**config.mk**
```make
export PLATFORM = sky130hd
export DESIGN_NAME = tgas_sink
export DESIGN_NICKNAME = d
export VERILOG_FILES = /design/src/core/tgas_sink.v
export VERILOG_INCLUDE_DIRS = /design/src /design/src/core
export SDC_FILE = /design/constraint.sdc
export NUM_CORES = 1
export LEC_CHECK = 0
export BUFFER_PORTS_ARGS = -buffer_cell sky130_fd_sc_hd__buf_2
export CAP_MARGIN = 30
export CORE_MARGIN = 2
export CORE_UTILIZATION = 30
export CTS_BUF_LIST = sky130_fd_sc_hd__clkbuf_4 sky130_fd_sc_hd__clkbuf_8
export DETAILED_ROUTE_END_ITERATION = 12
export GPL_TIMING_DRIVEN = 1
export MAX_ROUTING_LAYER = met4
export PLACE_DENSITY = 0.58
export SYNTH_ARGS = -nofsm -noshare
export SYNTH_HDL_FRONTEND = slang
export SYNTH_SLANG_ARGS = --single-unit
```
**constraint.sdc**
```tcl
create_clock -name core_clk -period 3.2 [get_ports core_clk]
set_input_delay 0.32 -clock core_clk [delete_from_list [all_inputs] [get_ports core_clk]]
set_output_delay 0.32 -clock core_clk [all_outputs]
set_load 0.02 [all_outputs]
```
**src/core/tgas_defs.vh**
```
// Constants for the tributary group adaptation sink
`ifndef TGAS_DEFS_VH
`define TGAS_DEFS_VH
// Path frame layout, in bytes
`define TGAS_FRAME_LEN 9'h1F9
`define TGAS_NUM_SLOTS 4'hE
`define TGAS_ROWS 6'h24
`define TGAS_LAST_SLOT 4'hD
`define TGAS_LAST_ROW 6'h23
// Overhead label byte field positions, bit 7 is the MSB
`define TGAS_LABEL_HI 5
`define TGAS_LABEL_LO 3
`define TGAS_MFI_HI 2
`define TGAS_MFI_LO 1
`define TGAS_LABEL_TU12 3'h3
`define TGAS_LABEL_ACCEPT 3'h5
`define TGAS_MF_GOOD 3'h4
// Pointer byte fields
`define TGAS_NDF_NORMAL 4'h6
`define TGAS_NDF_SET 4'h9
`define TGAS_SS_TU12 2'h2
`define TGAS_PTR_MAX 10'h08B
`define TGAS_PTR_ACCEPT 2'h3
`define TGAS_AIS_ACCEPT 2'h3
`define TGAS_LOP_COUNT 4'h8
`define TGAS_ROW_BYTES 8'h23
// Multiframe loss time: 3 ms counted in 100 MHz clock cycles
`define TGAS_LOM_CYCLES 19'h4_93E0
`endif

```
**src/core/tgas_sink.v**
```verilog
// Tributary group adaptation sink: label, multiframe and pointer sinks
`include "tgas_defs.vh"

// Operation
// Accepted three-bit structure label is compared with TU-12 code 011.
// Multiframe phase recovered from two indicator bits in successive frames.
// A single indicator sequence error sends the aligner out of multiframe.
// In-multiframe entered after four consecutive error-free frames.
// Inactive label part forces server fail and suppresses its reports.
// Label mismatch defect whenever accepted label differs from 011.
// Out of multiframe for fixed 3 ms declares multiframe loss defect.
// Multiframe loss defect clears on re-entering in-multiframe state.
// Server fail raised on label mismatch or multiframe loss defect.
// Label mismatch fault is the defect gated by incoming trail fail.
// Multiframe loss fault needs defect, no trail fail, no mismatch.
// VC-12 sink interprets TU-12 pointer, delivers data and frame phase.
// VC-11 sink interprets TU-12 pointer, delivers data and frame phase.
// Each sink works on one timeslot chosen by a parameter 0 to 13.
// Management deactivates sinks not matching the configured structure.
// Inactive sink outputs all-ones and suppresses its reports.
// Each sink detects pointer alarm and pointer loss defects.
// Alarm, pointer loss or trail fail raise all-ones and server fail.
// All-ones appears and clears within 1 ms of the request changing.
// Alarm fault needs defect, no trail fail, reporting option on.
// Pointer loss fault is the defect gated by trail fail.
// Alarm reporting option is off after reset.
// Termination passes data through; server fail becomes trail fail.
module tgas_sink #(
  parameter [3:0] VC12_SLOT = 4'h0,
  parameter [3:0] VC11_SLOT = 4'h1,
  parameter [18:0] LOM_CYCLES = `TGAS_LOM_CYCLES
) (
  // Clock and reset
  input wire core_clk,
  input wire resetn,
  // Path layer link
  input wire path_clk,
  input wire [7:0] path_data,
  input wire path_frame_start,
  input wire incoming_trail_fail,
  // Management of the label part
  input wire function_activation,
  output wire label_mismatch_fault,
  output wire multiframe_loss_fault,
  // Tributary group stream
  output reg [7:0] tg_data,
  output reg tg_valid,
  output reg tg_frame_start,
  output reg tg_multiframe_start,
  output wire server_fail_request,
  output wire trail_fail_request,
  // Tributary sinks, index 0 is VC-12, index 1 is VC-11
  input wire [1:0] sink_activation,
  input wire [1:0] alarm_report_option,
  output wire [15:0] vc_data,
  output wire [1:0] vc_valid,
  output wire [1:0] vc_frame_start,
  output wire [1:0] vc_server_fail,
  output wire [1:0] pointer_alarm_fault,
  output wire [1:0] pointer_loss_fault
);

  function [9:0] tgas_row_base;
    input [1:0] phase;
    begin
      tgas_row_base = {2'b00, `TGAS_ROW_BYTES} * {8'h00, phase};
    end
  endfunction

  // Link input synchronisers
  reg [2:0] clk_sync_q;
  reg [7:0] data_s1_q, data_s2_q;
  reg fs_s1_q, fs_s2_q;
  wire byte_stb = clk_sync_q[1] & ~clk_sync_q[2];

  always @(posedge core_clk or negedge resetn) begin
    if (!resetn) begin
      clk_sync_q <= 3'h0;
      data_s1_q <= 8'h00;
      data_s2_q <= 8'h00;
      fs_s1_q <= 1'b0;
      fs_s2_q <= 1'b0;
    end else begin
      clk_sync_q <= {clk_sync_q[1:0], path_clk};
      data_s1_q <= path_data;
      data_s2_q <= data_s1_q;
      fs_s1_q <= path_frame_start;
      fs_s2_q <= fs_s1_q;
    end
  end

  // Frame position: overhead byte, then rows of fourteen slot bytes
  reg oh_pos_q;
  reg [3:0] slot_q;
  reg [5:0] row_q;
  wire oh_byte = byte_stb & (fs_s2_q | oh_pos_q);
  wire pay_byte = byte_stb & ~oh_byte;

  always @(posedge core_clk or negedge resetn) begin
    if (!resetn) begin
      oh_pos_q <= 1'b0;
      slot_q <= 4'h0;
      row_q <= 6'h00;
    end else if (oh_byte) begin
      oh_pos_q <= 1'b0;
      slot_q <= 4'h0;
      row_q <= 6'h00;
    end else if (pay_byte) begin
      if (slot_q == `TGAS_LAST_SLOT) begin
        slot_q <= 4'h0;
        if (row_q == `TGAS_LAST_ROW) begin
          row_q <= 6'h00;
          oh_pos_q <= 1'b1;
        end else begin
          row_q <= row_q + 6'h01;
        end
      end else begin
        slot_q <= slot_q + 4'h1;
      end
    end
  end

  // Label acceptance and multiframe alignment
  wire [2:0] rx_label = data_s2_q[`TGAS_LABEL_HI:`TGAS_LABEL_LO];
  wire [1:0] rx_mfi = data_s2_q[`TGAS_MFI_HI:`TGAS_MFI_LO];
  reg [2:0] lbl_cand_q, lbl_acc_q, lbl_cnt_q;
  reg [1:0] mf_phase_q;
  reg mf_in_q;
  reg [2:0] mf_good_q;
  reg [18:0] lom_cnt_q;
  reg lom_q;
  wire mf_next_ok = (rx_mfi == mf_phase_q + 2'h1);
  wire plm = (lbl_acc_q != `TGAS_LABEL_TU12);

  always @(posedge core_clk or negedge resetn) begin
    if (!resetn) begin
      lbl_cand_q <= `TGAS_LABEL_TU12;
      lbl_acc_q <= `TGAS_LABEL_TU12;
      lbl_cnt_q <= 3'h0;
      mf_phase_q <= 2'h0;
      mf_in_q <= 1'b0;
      mf_good_q <= 3'h0;
    end else if (oh_byte) begin
      if (rx_label != lbl_cand_q) begin
        lbl_cand_q <= rx_label;
        lbl_cnt_q <= 3'h1;
      end else if (lbl_cnt_q == `TGAS_LABEL_ACCEPT - 3'h1) begin
        lbl_acc_q <= lbl_cand_q;
        lbl_cnt_q <= `TGAS_LABEL_ACCEPT;
      end else if (lbl_cnt_q != `TGAS_LABEL_ACCEPT) begin
        lbl_cnt_q <= lbl_cnt_q + 3'h1;
      end
      mf_phase_q <= rx_mfi;
      if (mf_in_q) begin
        if (!mf_next_ok) begin
          mf_in_q <= 1'b0;
          mf_good_q <= 3'h0;
        end
      end else if (mf_next_ok) begin
        if (mf_good_q == `TGAS_MF_GOOD - 3'h1) begin
          mf_in_q <= 1'b1;
          mf_good_q <= 3'h0;
        end else begin
          mf_good_q <= mf_good_q + 3'h1;
        end
      end else begin
        mf_good_q <= 3'h0;
      end
    end
  end

  always @(posedge core_clk or negedge resetn) begin
    if (!resetn) begin
      lom_cnt_q <= 19'h0_0000;
      lom_q <= 1'b0;
    end else if (mf_in_q) begin
      lom_cnt_q <= 19'h0_0000;
      lom_q <= 1'b0;
    end else if (lom_cnt_q >= LOM_CYCLES - 19'h0_0001) begin
      lom_q <= 1'b1;
    end else begin
      lom_cnt_q <= lom_cnt_q + 19'h0_0001;
    end
  end

  assign server_fail_request = ~function_activation | plm | lom_q;
  assign label_mismatch_fault = function_activation & plm &
    ~incoming_trail_fail;
  assign multiframe_loss_fault = function_activation & lom_q &
    ~incoming_trail_fail & ~plm;
  assign trail_fail_request = server_fail_request | incoming_trail_fail;

  // Pass-through toward the tributary group
  always @(posedge core_clk or negedge resetn) begin
    if (!resetn) begin
      tg_data <= 8'h00;
      tg_valid <= 1'b0;
      tg_frame_start <= 1'b0;
      tg_multiframe_start <= 1'b0;
    end else begin
      tg_data <= data_s2_q;
      tg_valid <= byte_stb;
      tg_frame_start <= oh_byte;
      tg_multiframe_start <= oh_byte & mf_in_q & (rx_mfi == 2'h0);
    end
  end

  // Per-timeslot pointer interpreting sinks
  genvar gi;
  generate
    for (gi = 0; gi < 2; gi = gi + 1) begin : g_sink
      wire [3:0] slot = (gi == 0) ? VC12_SLOT : VC11_SLOT;
      wire mine = pay_byte & (slot_q == slot);
      wire ptr_byte = mine & (row_q == 6'h00);
      wire load_byte = mine & (row_q != 6'h00);
      wire [9:0] pos = tgas_row_base(mf_phase_q) + {4'h0, row_q} - 10'h001;
      reg [7:0] ptr_one_q;
      reg [9:0] ptr_q, cand_q;
      reg [1:0] ok_cnt_q, ais_cnt_q;
      reg [3:0] inv_cnt_q;
      reg ais_q, lop_q, opt_q;
      reg [7:0] out_q;
      reg val_q, vfs_q;
      wire [9:0] rx_ptr = {ptr_one_q[1:0], data_s2_q};
      wire rx_ais = (ptr_one_q == 8'hFF) & (data_s2_q == 8'hFF);
      wire ss_ok = (ptr_one_q[3:2] == `TGAS_SS_TU12) &
        (rx_ptr <= `TGAS_PTR_MAX);
      wire rx_norm = ss_ok & (ptr_one_q[7:4] == `TGAS_NDF_NORMAL);
      wire rx_ndf = ss_ok & (ptr_one_q[7:4] == `TGAS_NDF_SET);
      wire eval = ptr_byte & mf_in_q & (mf_phase_q == 2'h1);
      wire tsf = trail_fail_request;
      wire ones = ais_q | lop_q | tsf | ~sink_activation[gi];

      always @(posedge core_clk or negedge resetn) begin
        if (!resetn) begin
          ptr_one_q <= 8'h00;
          ptr_q <= 10'h000;
          cand_q <= 10'h000;
          ok_cnt_q <= 2'h0;
          ais_cnt_q <= 2'h0;
          inv_cnt_q <= 4'h0;
          ais_q <= 1'b0;
          lop_q <= 1'b0;
        end else begin
          if (ptr_byte && mf_phase_q == 2'h0)
            ptr_one_q <= data_s2_q;
          if (eval) begin
            if (rx_ais) begin
              inv_cnt_q <= 4'h0;
              ok_cnt_q <= 2'h0;
              if (ais_cnt_q == `TGAS_AIS_ACCEPT - 2'h1) begin
                ais_q <= 1'b1;
                lop_q <= 1'b0;
              end else begin
                ais_cnt_q <= ais_cnt_q + 2'h1;
              end
            end else if (rx_ndf) begin
              ais_cnt_q <= 2'h0;
              inv_cnt_q <= 4'h0;
              ptr_q <= rx_ptr;
              cand_q <= rx_ptr;
              ok_cnt_q <= 2'h0;
              ais_q <= 1'b0;
              lop_q <= 1'b0;
            end else if (rx_norm) begin
              ais_cnt_q <= 2'h0;
              inv_cnt_q <= 4'h0;
              if (rx_ptr != cand_q) begin
                cand_q <= rx_ptr;
                ok_cnt_q <= 2'h1;
              end else if (ok_cnt_q == `TGAS_PTR_ACCEPT - 2'h1) begin
                ptr_q <= cand_q;
                ais_q <= 1'b0;
                lop_q <= 1'b0;
              end else begin
                ok_cnt_q <= ok_cnt_q + 2'h1;
              end
            end else begin
              ais_cnt_q <= 2'h0;
              ok_cnt_q <= 2'h0;
              if (inv_cnt_q == `TGAS_LOP_COUNT - 4'h1) begin
                lop_q <= 1'b1;
                ais_q <= 1'b0;
              end else begin
                inv_cnt_q <= inv_cnt_q + 4'h1;
              end
            end
          end
        end
      end

      always @(posedge core_clk or negedge resetn) begin
        if (!resetn) begin
          out_q <= 8'hFF;
          val_q <= 1'b0;
          vfs_q <= 1'b0;
          opt_q <= 1'b0;
        end else begin
          opt_q <= alarm_report_option[gi];
          val_q <= load_byte;
          if (load_byte) begin
            out_q <= ones ? 8'hFF : data_s2_q;
            vfs_q <= (pos == ptr_q) & ~ones;
          end else begin
            vfs_q <= 1'b0;
          end
        end
      end

      assign vc_data[gi*8+7:gi*8] = out_q;
      assign vc_valid[gi] = val_q;
      assign vc_frame_start[gi] = vfs_q;
      assign vc_server_fail[gi] = ais_q | lop_q | tsf;
      assign pointer_alarm_fault[gi] = sink_activation[gi] & ais_q &
        ~tsf & opt_q;
      assign pointer_loss_fault[gi] = sink_activation[gi] & lop_q &
        ~tsf;
    end
  endgenerate

endmodule // tgas_sink

```
Yosys cells after proc, flatten, opt, wreduce, memory -nomap -nowiden
Index checks and enable logic that the tools add are counted.
W data, S select, Z words.
Word-level totals
  register bits: 176
  input bits: 18
  output and inout port bits: 41
Cells by class
  add/subtract/negate cells: 14
  multipliers: 1
  order comparisons: 3
  equal/unequal tests: 45
  mux-type cells: 90
  bitwise gates (word level): 63
  reduce and logical (&&, ||, !) cells: 38
Operator list (count)
  $mux W10: 14
  $mux W4: 11
  $and A1 B1 Y1: 40
  $mux W19: 2
  $mux W1: 36
  $mux W2: 14
  $eq A8 B8 Y1 const B: 3
  $mux W6: 4
  $mux W3: 7
  $eq A10 B10 Y1: 2
  $le A10 B8 Y1 const B: 2
  $ne A10 B10 Y1: 2
  $reduce_and A2 Y1: 10
  $reduce_and A5 Y1: 4
  $reduce_bool A2 Y1: 10
  $add A19 B1 Y19 const B: 1
  $ge A19 B19 Y1 const B: 1
  $eq A4 B3 Y1 const B: 4
  $mux W8: 2
  $ne A4 B4 Y1 const B: 4
  $not A1 Y1: 13
  $add A4 B1 Y4 const B: 3
  $eq A2 B2 Y1 const B: 6
  $eq A4 B4 Y1 const B: 3
  29 further kinds: 56

Depth between registers and ports, before layout
Gate-level depths: netlist (run 1).
  word-level depth: 10
  gate-level depth with buffers: 13

Worst setup path after synthesis (run 1)
Ideal clock, no wire load.
  path kind: flip-flop to flip-flop
  start point: register mf_phase_q[0]
  end point: register g_sink[1].vfs_q
  setup time: 0.101 ns
  data arrival time: 3.071 ns
  required time: 3.099 ns
  path slack: 0.028 ns
  stages on the path, launching flop included: 13
  buffers on the path: 0
  period minus slack after synthesis: 3.172 ns
  path through: dfrtp_1 -> inv_1 -> ha_1 -> xnor2_1 -> xnor2_1 -> ha_1 -> inv_1 -> fa_1 -> o22ai_1 -> a2111oi_0 -> nand3_1 -> or4_1 -> nor4_1
On the way
  word-level cells in the longest chain between the ends: 6
RTL lines
  start: declaration: RTL line tgas_sink.v:127  | reg [1:0] mf_phase_q;
  start signal: assignment: RTL line tgas_sink.v:153  | mf_phase_q <= rx_mfi;
  $mul A6 B2 Y8: RTL line tgas_sink.v:66  | tgas_row_base = {2'b00, `TGAS_ROW_BYTES} * {8'h00, phase};
  $add A8 B6 Y9: RTL line tgas_sink.v:216  | wire [9:0] pos = tgas_row_base(mf_phase_q) + {4'h0, row_q} - 10'h001;
  $sub A9 B1 Y10: RTL line tgas_sink.v:216
  $eq A10 B10 Y1: RTL line tgas_sink.v:303  | vfs_q <= (pos == ptr_q) & ~ones;
  $and A1 B1 Y1: RTL line tgas_sink.v:303
  $mux W1: RTL line tgas_sink.v:301  | if (load_byte) begin
  end signal: assignment: RTL line tgas_sink.v:303
  end: declaration: RTL line tgas_sink.v:223  | reg val_q, vfs_q;
Every way passes these cells.
A chain may end at the register's enable or synchronous reset.

Final worst setup path (run 1)
Same ends and word-level chain as after synthesis.

==> results.py, run 1 <==
metrics = {
    "finish": {
        "layout-drive-gt1-share": 0.250,
        "antenna_cells": 0,
        "finalNetCount": 941,
        "final_cell_mix": "dfrtp_1, nor2_1, buf_2",
        "mostFrequentLayoutCell": "dfrtp_1",
        "final_core_util": 0.359,
        "multi_input_comb_area_um2": 4280,
        "areaGrowthSynthToFinish_pct": 16.9,
        "fillers": 2875,
        "regArea_um2": 4430,
    },
    "clock_network": {
        "cts_tree": "done",
        "numCtsBuffers": 17,
        "clockRootBuffer": "clkbuf_8",
        "htreeDepth": 4,
        "clock_path_buffers": 2,
        "insertion_delay_ns": 0.47,
        "cts_sinks": 176,
        "cts.clk_slew.worst_paths_ns": 0.10,
    },
    "sta": {
        "post-route-period-util": 0.964,
        "setup_viol": 0,
        "max_freq_ghz": 0.324,
        "slew_violations": 0,
        "tns_ns": 0,
        "hold_viol_final": 0,
        "worst_pin_slew_ns": 0.705,
        "fin_skew_ns": 0.0160,
        "rsz0062_at_grt": "true",
        "min_period_ns": 3.08,
        "relSlewSlack": 0.528,
    },
    "placement": {
        "gp_congestion": 0.806,
        "io_buffers": 58,
        "dpl.hpwl_mm": 14.2,
    },
    "setup_path": {
        "path_class": "flop to flop",
        "rrSetupSlack_ns": 0.12,
        "path_common_cell": "inv_2",
        "worstPathCellList": "inv_2 -> ha_4 -> xnor2_2 -> xnor2_1 -> ha_2 -> inv_2 -> fa_2 -> o22ai_2 -> a2111oi_4 -> nand3_1 -> or4_4 -> nor4_4",
        "endpoint_kind": "flop",
        "timing.rr.end": "g_sink[1].vfs_q",
        "crit_path_start_kind": "flop",
        "endpoint": "g_sink[1].vfs_q",
        "critical_path.max_stage_delay_ns": 0.59,
        "worstPathMaxFanout": 3,
        "slowest_stage": "fa_2",
        "r2r_start": "mf_phase_q[0]",
        "startpoint": "mf_phase_q[0]",
        "r2r.worst_path.cells": 12,
        "cp_data_arrival_time_ns": 3.46,
        "cp_data_required_time_ns": 3.58,
    },
    "yosys": {
        "synth.avg_cell_area_um2": 11.1,
        "syn_nets": 848,
        "ys_seq_elements": 176,
        "synth.distinct_cells": 83,
        "synth_area_um2": 8880,
        "yosys_warnings": 0,
        "syn-instance-count": 799,
        "synthFlopType": "dfrtp_1",
        "async_reset_ff_frac": 1.00,
        "synth_edf_count": 0,
        "ys_seq_area_frac": 0.499,
    },
    "route": {
        "num_vias": 6314,
        "drcViolationCount": 0,
        "drt_first_pass_iters": 4,
        "wl_mm": 19.9,
        "drt_iter0_drc": 427,
        "drtAntennaViolNets": 0,
        "wl_per_cell_um": 15.5,
        "via_per_inst": 4.90,
    },
    "grt": {
        "grt_max_degree": 80,
        "first_global_vias": 6370,
        "grt_use_total": 0.139,
        "antenna_found_initial": 0,
        "gr-total-overflow": 0,
        "grt_pass1_wl_mm": 33.3,
    },
    "min_path": {
        "hp-start": "sink_activation[0]",
        "worst_hold_path_type": "input port to flop",
    },
    "job": {
        "max_cap_violations": 0,
    },
    "power_and_ir_drop": {
        "vdd.ir_drop.worst_uv": 234,
        "total_power_uw": 6090,
        "leakagePower_uw": 0.00462,
        "p_per_area_nw_per_um2": 586,
    },
    "floorplanning": {
        "die_y_um": 176,
        "num_rows": 62,
        "design.die.area_um2": 31000,
        "die_w_um": 176,
        "core_area_um2": 28900,
        "ios": 59,
        "start_util": 0.307,
    },
    "outcome": {
        "run_status": "finished, final reports clean",
    },
}
synthesized netlist by cell type, types with 7 or more instances:
| master | instances | area, um2 |
|---|---|---|
| a21oi_1 | 35 | 175 |
| and2_1 | 11 | 68.8 |
| and3_1 | 9 | 56.3 |
| clkbuf_1 | 16 | 60.1 |
| dfrtp_1 | 156 | 3900 |
| dfstp_2 | 20 | 526 |
| ha_1 | 30 | 375 |
| inv_1 | 32 | 120 |
| mux2_1 | 15 | 169 |
| mux2_2 | 31 | 349 |
| mux2_4 | 8 | 120 |
| mux2i_1 | 12 | 120 |
| nand2_1 | 45 | 169 |
| nand2b_1 | 8 | 50.1 |
| nand3_1 | 16 | 80.1 |
| nand4_1 | 20 | 125 |
| nor2_1 | 63 | 236 |
| nor2b_1 | 9 | 56.3 |
| nor3_1 | 14 | 70.1 |
| nor4_1 | 7 | 43.8 |
| o21ai_0 | 37 | 185 |
| o22a_1 | 16 | 140 |
| or3_1 | 8 | 50.1 |
| xnor2_1 | 28 | 245 |
| xor2_1 | 31 | 272 |
sequential cells by signal, indices dropped and copies added (netlist names), 3 cells and up:
signal            cells
g_sink.cand_q        20
g_sink.ptr_q         20
lom_cnt_q            19
g_sink.out_q         16
g_sink.ptr_one_q     16
data_s1_q             8
data_s2_q             8
g_sink.inv_cnt_q      8
tg_data               8
row_q                 6
g_sink.ais_cnt_q      4
g_sink.ok_cnt_q       4
slot_q                4
clk_sync_q            3
lbl_acc_q             3
lbl_cand_q            3
lbl_cnt_q             3
mf_good_q             3
cell type report:
cell class	count	share of cell area
clock buffers	17	0.0225
clock inverters	15	0.0163
multi-input cells	562	0.412
repair buffers	101	0.0642
flip-flops and latches	176	0.426
inverters	34	0.0123
well taps	384	0.0463
cells by family after synthesis:
| group | count (synthesis) | share of synthesized area |
|---|---|---|
| AND/OR/NAND/NOR | 257 | 0.168 |
| flip-flops | 176 | 0.499 |
| AO/OA/AOI/OAI | 149 | 0.116 |
| multiplexers | 66 | 0.0854 |
| buffers and inverters | 61 | 0.0294 |
| XOR/XNOR | 59 | 0.0582 |
| adder cells (fa/ha/maj) | 31 | 0.0445 |
worst max-delay path: cells and delay by family, from the launching register on:
kind	cells	cell delay, ns
xor gates and xnor gates	2	0.30
buffers and inverters	2	0.13
AOI/OAI and AO/OA	2	0.37
DFF	1	0.40
and+or+nand+nor	3	0.79
adders and majority gates	3	1.01
per-stage QoR:
step | hold slack [ns] | setup slack, ns | instance area (um2) | instances
finish | 0.349 | 0.117 | 10400 | 1289
global placement | 0.332 | 0.0416 | 9730 | 1239
global route | 0.313 | -0.0578 | 10400 | 1289
detailed placement | 0.335 | -0.0808 | 9730 | 1239
floorplan | 0.0244 | 0.0280 | 8880 | 799
CTS | 0.326 | 0.0162 | 10300 | 1284
what timing repair did:
| item | in CTS | in global routing |
|---|---|---|
| resized for setup | 2 | 15 |
| setup buffers | 0 | 5 |
| endpoints found under the setup margin | 1 | 2 |
| hold buffers | 13 | 0 |
| hold endpoints to repair | 73 | 0 |
| pin swaps | 0 | 9 |
report_power, final:
part           switching (uW)  internal (uW)
combinational             880            771
sequential                287           2590
clock                     907            655
per-layer routing:
layer | vias to the layer above | track usage | share of wire
li1 | 3056 | - | -
met1 | 3133 | 0.191 | 0.50
met2 | 109 | 0.209 | 0.45
met3 | 16 | 0.0271 | 0.037
met4 | 0 | 0.0372 | 0.013
met5 | - | - | 0
worst min path at each step:
stage	endpoint	slack [ns]	cells after the start
2_1_floorplan	clk_sync_q[0]	0.02	0
3_3_place_gp	data_s2_q[4]	0.33	0
3_5_place_dp	clk_sync_q[1]	0.33	0
4_1_cts	g_sink[0].out_q[4]	0.33	3
5_1_grt	g_sink[0].out_q[2]	0.31	3
6_report	g_sink[0].out_q[2]	0.35	3
Power figures use the tool's default switching activity.
==> inputs of run 2 (changes only) <==
--- a/config.mk
+++ b/config.mk
@@ -13,2 +13,3 @@
 export CTS_BUF_LIST = sky130_fd_sc_hd__clkbuf_4 sky130_fd_sc_hd__clkbuf_8
+export CTS_CLUSTER_SIZE = 25
 export DETAILED_ROUTE_END_ITERATION = 12
@@ -16,3 +17,3 @@
 export MAX_ROUTING_LAYER = met4
-export PLACE_DENSITY = 0.58
+export PLACE_DENSITY = 0.56
 export SYNTH_ARGS = -nofsm -noshare
==> constraint.sdc (replaced) <==
create_clock -name core_clk -period 3.7 [get_ports core_clk]
set_input_delay 0.185 -clock core_clk [delete_from_list [all_inputs] [get_ports core_clk]]
set_output_delay 0.185 -clock core_clk [all_outputs]
set_load 0.02 [all_outputs]
==> results.py, run 2 (synthesis results as in run 1) <==
metrics = {
    "finish": {
        "final_area_um2": 10200,
        "fillers": 2889,
        "layout-drive-gt1-share": 0.224,
        "antenna_cells": 0,
        "multi_input_comb_area_um2": 4200,
        "finalNetCount": 926,
        "regArea_um2": 4430,
        "areaGrowthSynthToFinish_pct": 14.4,
        "final_cell_mix": "dfrtp_1, nor2_1, buf_2",
        "largestRegisters": "g_sink.cand_q x20, g_sink.ptr_q x20, lom_cnt_q x19",
        "mostFrequentLayoutCell": "dfrtp_1",
    },
    "power_and_ir_drop": {
        "power.share.switching": 0.345,
        "total_power_uw": 5060,
        "clkPwrFrac": 0.253,
        "switchingPower_uw": 1740,
        "comb_power_share": 0.257,
        "vdd.ir_drop.worst_uv": 203,
        "p_int_uw": 3320,
        "p_seq_frac": 0.490,
        "p_per_area_nw_per_um2": 498,
        "leakagePower_uw": 0.00450,
    },
    "sta": {
        "relSlewSlack": 0.390,
        "post-route-period-util": 0.931,
        "fin_skew_ns": 0.0119,
        "hold_viol_final": 0,
        "worst_pin_slew_ns": 0.915,
        "setup_viol": 0,
        "tns_ns": 0,
        "slew_violations": 0,
        "min_period_ns": 3.45,
        "rsz0062_at_grt": "false",
        "layout_setup_ws_ns": 0.254,
        "max_freq_ghz": 0.290,
    },
    "setup_path": {
        "endpoint_kind": "flop",
        "startpoint": "mf_phase_q[0]",
        "worstPathMaxFanout": 6,
        "r2r.worst_path.cells": 12,
        "worstPathCellList": "inv_1 -> ha_1 -> xnor2_1 -> xnor2_1 -> ha_1 -> inv_1 -> fa_1 -> o22ai_1 -> a2111oi_2 -> nand3_1 -> or4_1 -> nor4_1",
        "cp_data_arrival_time_ns": 3.80,
        "critical_path.max_stage_delay_ns": 0.56,
        "crit_path_start_kind": "flop",
        "path_class": "flop to flop",
        "slowest_stage": "fa_1",
        "r2r_start": "mf_phase_q[0]",
        "cp_data_required_time_ns": 4.05,
    },
    "floorplanning": {
        "die_y_um": 176,
        "start_util": 0.307,
        "design.die.area_um2": 31000,
        "core_area_um2": 28900,
        "num_rows": 62,
        "ios": 59,
        "die_w_um": 176,
    },
    "clock_network": {
        "htreeDepth": 4,
        "cts_tree": "done",
        "clockRootBuffer": "clkbuf_8",
        "cts_sinks": 176,
        "cts_setup_buffers": 0,
        "insertion_delay_ns": 0.46,
        "clock_path_buffers": 2,
        "numCtsBuffers": 17,
        "cts.clk_slew.worst_paths_ns": 0.10,
    },
    "placement": {
        "gp_congestion": 0.856,
        "dp_slack_ns": 0.105,
        "io_buffers": 58,
        "placed_area_um2": 9640,
        "dpl.hpwl_mm": 14.0,
    },
    "outcome": {
        "run_status": "finished, final reports clean",
    },
    "route": {
        "wl_per_cell_um": 15.3,
        "drcViolationCount": 0,
        "drt_first_pass_iters": 5,
        "wl_mm": 19.5,
        "num_vias": 6195,
        "via_per_inst": 4.86,
        "drtAntennaViolNets": 0,
        "drt_iter0_drc": 387,
    },
    "min_path": {
        "worst_hold_path_type": "input port to flop",
        "hp-start": "sink_activation[0]",
        "min_path_cells": 3,
    },
    "grt": {
        "grt_use_total": 0.135,
        "gr-total-overflow": 0,
        "first_global_vias": 6100,
        "antenna_found_initial": 1,
        "grt_pass1_wl_mm": 32.4,
        "grt_max_degree": 112,
    },
    "job": {
        "max_cap_violations": 0,
    },
}
## run 2: cell count changes in the layout (fill, tap and decap cells not counted), sizes merged
cell      before  now
clkinvlp       2    4
buf           87   72
bufinv         1    0
inv           41   40
## run 2: per-stage QoR
step	std cells	utilization	hold WS [ns]
after floorplan	799	-	-0.111
after global placement	1229	0.333	0.293
after detailed placement	1229	0.333	0.295
after CTS	1274	0.351	0.198
after global routing	1274	0.351	0.208
final	1274	0.351	0.214
## run 2: what timing repair did
action,CTS,global route
setup endpoints to repair,0,1
gates resized for setup,0,3
hold endpoints to repair,100,0
hold buffers,13,0
## run 2: critical path, delay by kind of cell (launching register included)
| kind | cells | cell delay, ns |
|---|---|---|
| AOI/OAI and AO/OA | 2 | 0.39 |
| xor gates and xnor gates | 2 | 0.36 |
| adders and majority gates | 3 | 1.06 |
| buffers and inverters | 2 | 0.23 |
| DFF | 1 | 0.45 |
| and+or+nand+nor | 3 | 0.85 |
## run 2: worst paths after layout
kind / slack, ns / endpoint
hold / removal: 0.21 / g_sink[0].out_q[0]
setup reg to reg: 0.25 / g_sink[1].vfs_q
setup / recovery: 0.25 / g_sink[1].vfs_q
min in group asynchronous: 0.37 / lom_cnt_q[17]
hold reg to reg: 0.36 / fs_s2_q
max in group asynchronous: 2.44 / g_sink[0].out_q[6]
## run 2: layout make-up
type	instances	share of cell area
repair buffers	86	0.0533
clock inverters	15	0.0143
multi-input cells	562	0.413
clock buffers	17	0.0230
well taps	384	0.0473
inverters	34	0.0126
flip-flops and latches	176	0.436
## run 2: power groups by stage
stage          clock network (uW)  logic (uW)  registers [uW]
3_3_place_gp                    0        1270            2500
5_1_grt                      1420        1460            2520
3_5_place_dp                    0        1290            2520
2_1_floorplan                   0         859            2560
4_1_cts                      1330        1300            2480
6_report                     1280        1300            2480
## run 2: routing by layer
layer | part of all wire | global-route usage
met5 | 0 | -
met4 | 0.0089 | 0.0344
met3 | 0.033 | 0.0211
met2 | 0.45 | 0.207
met1 | 0.51 | 0.188
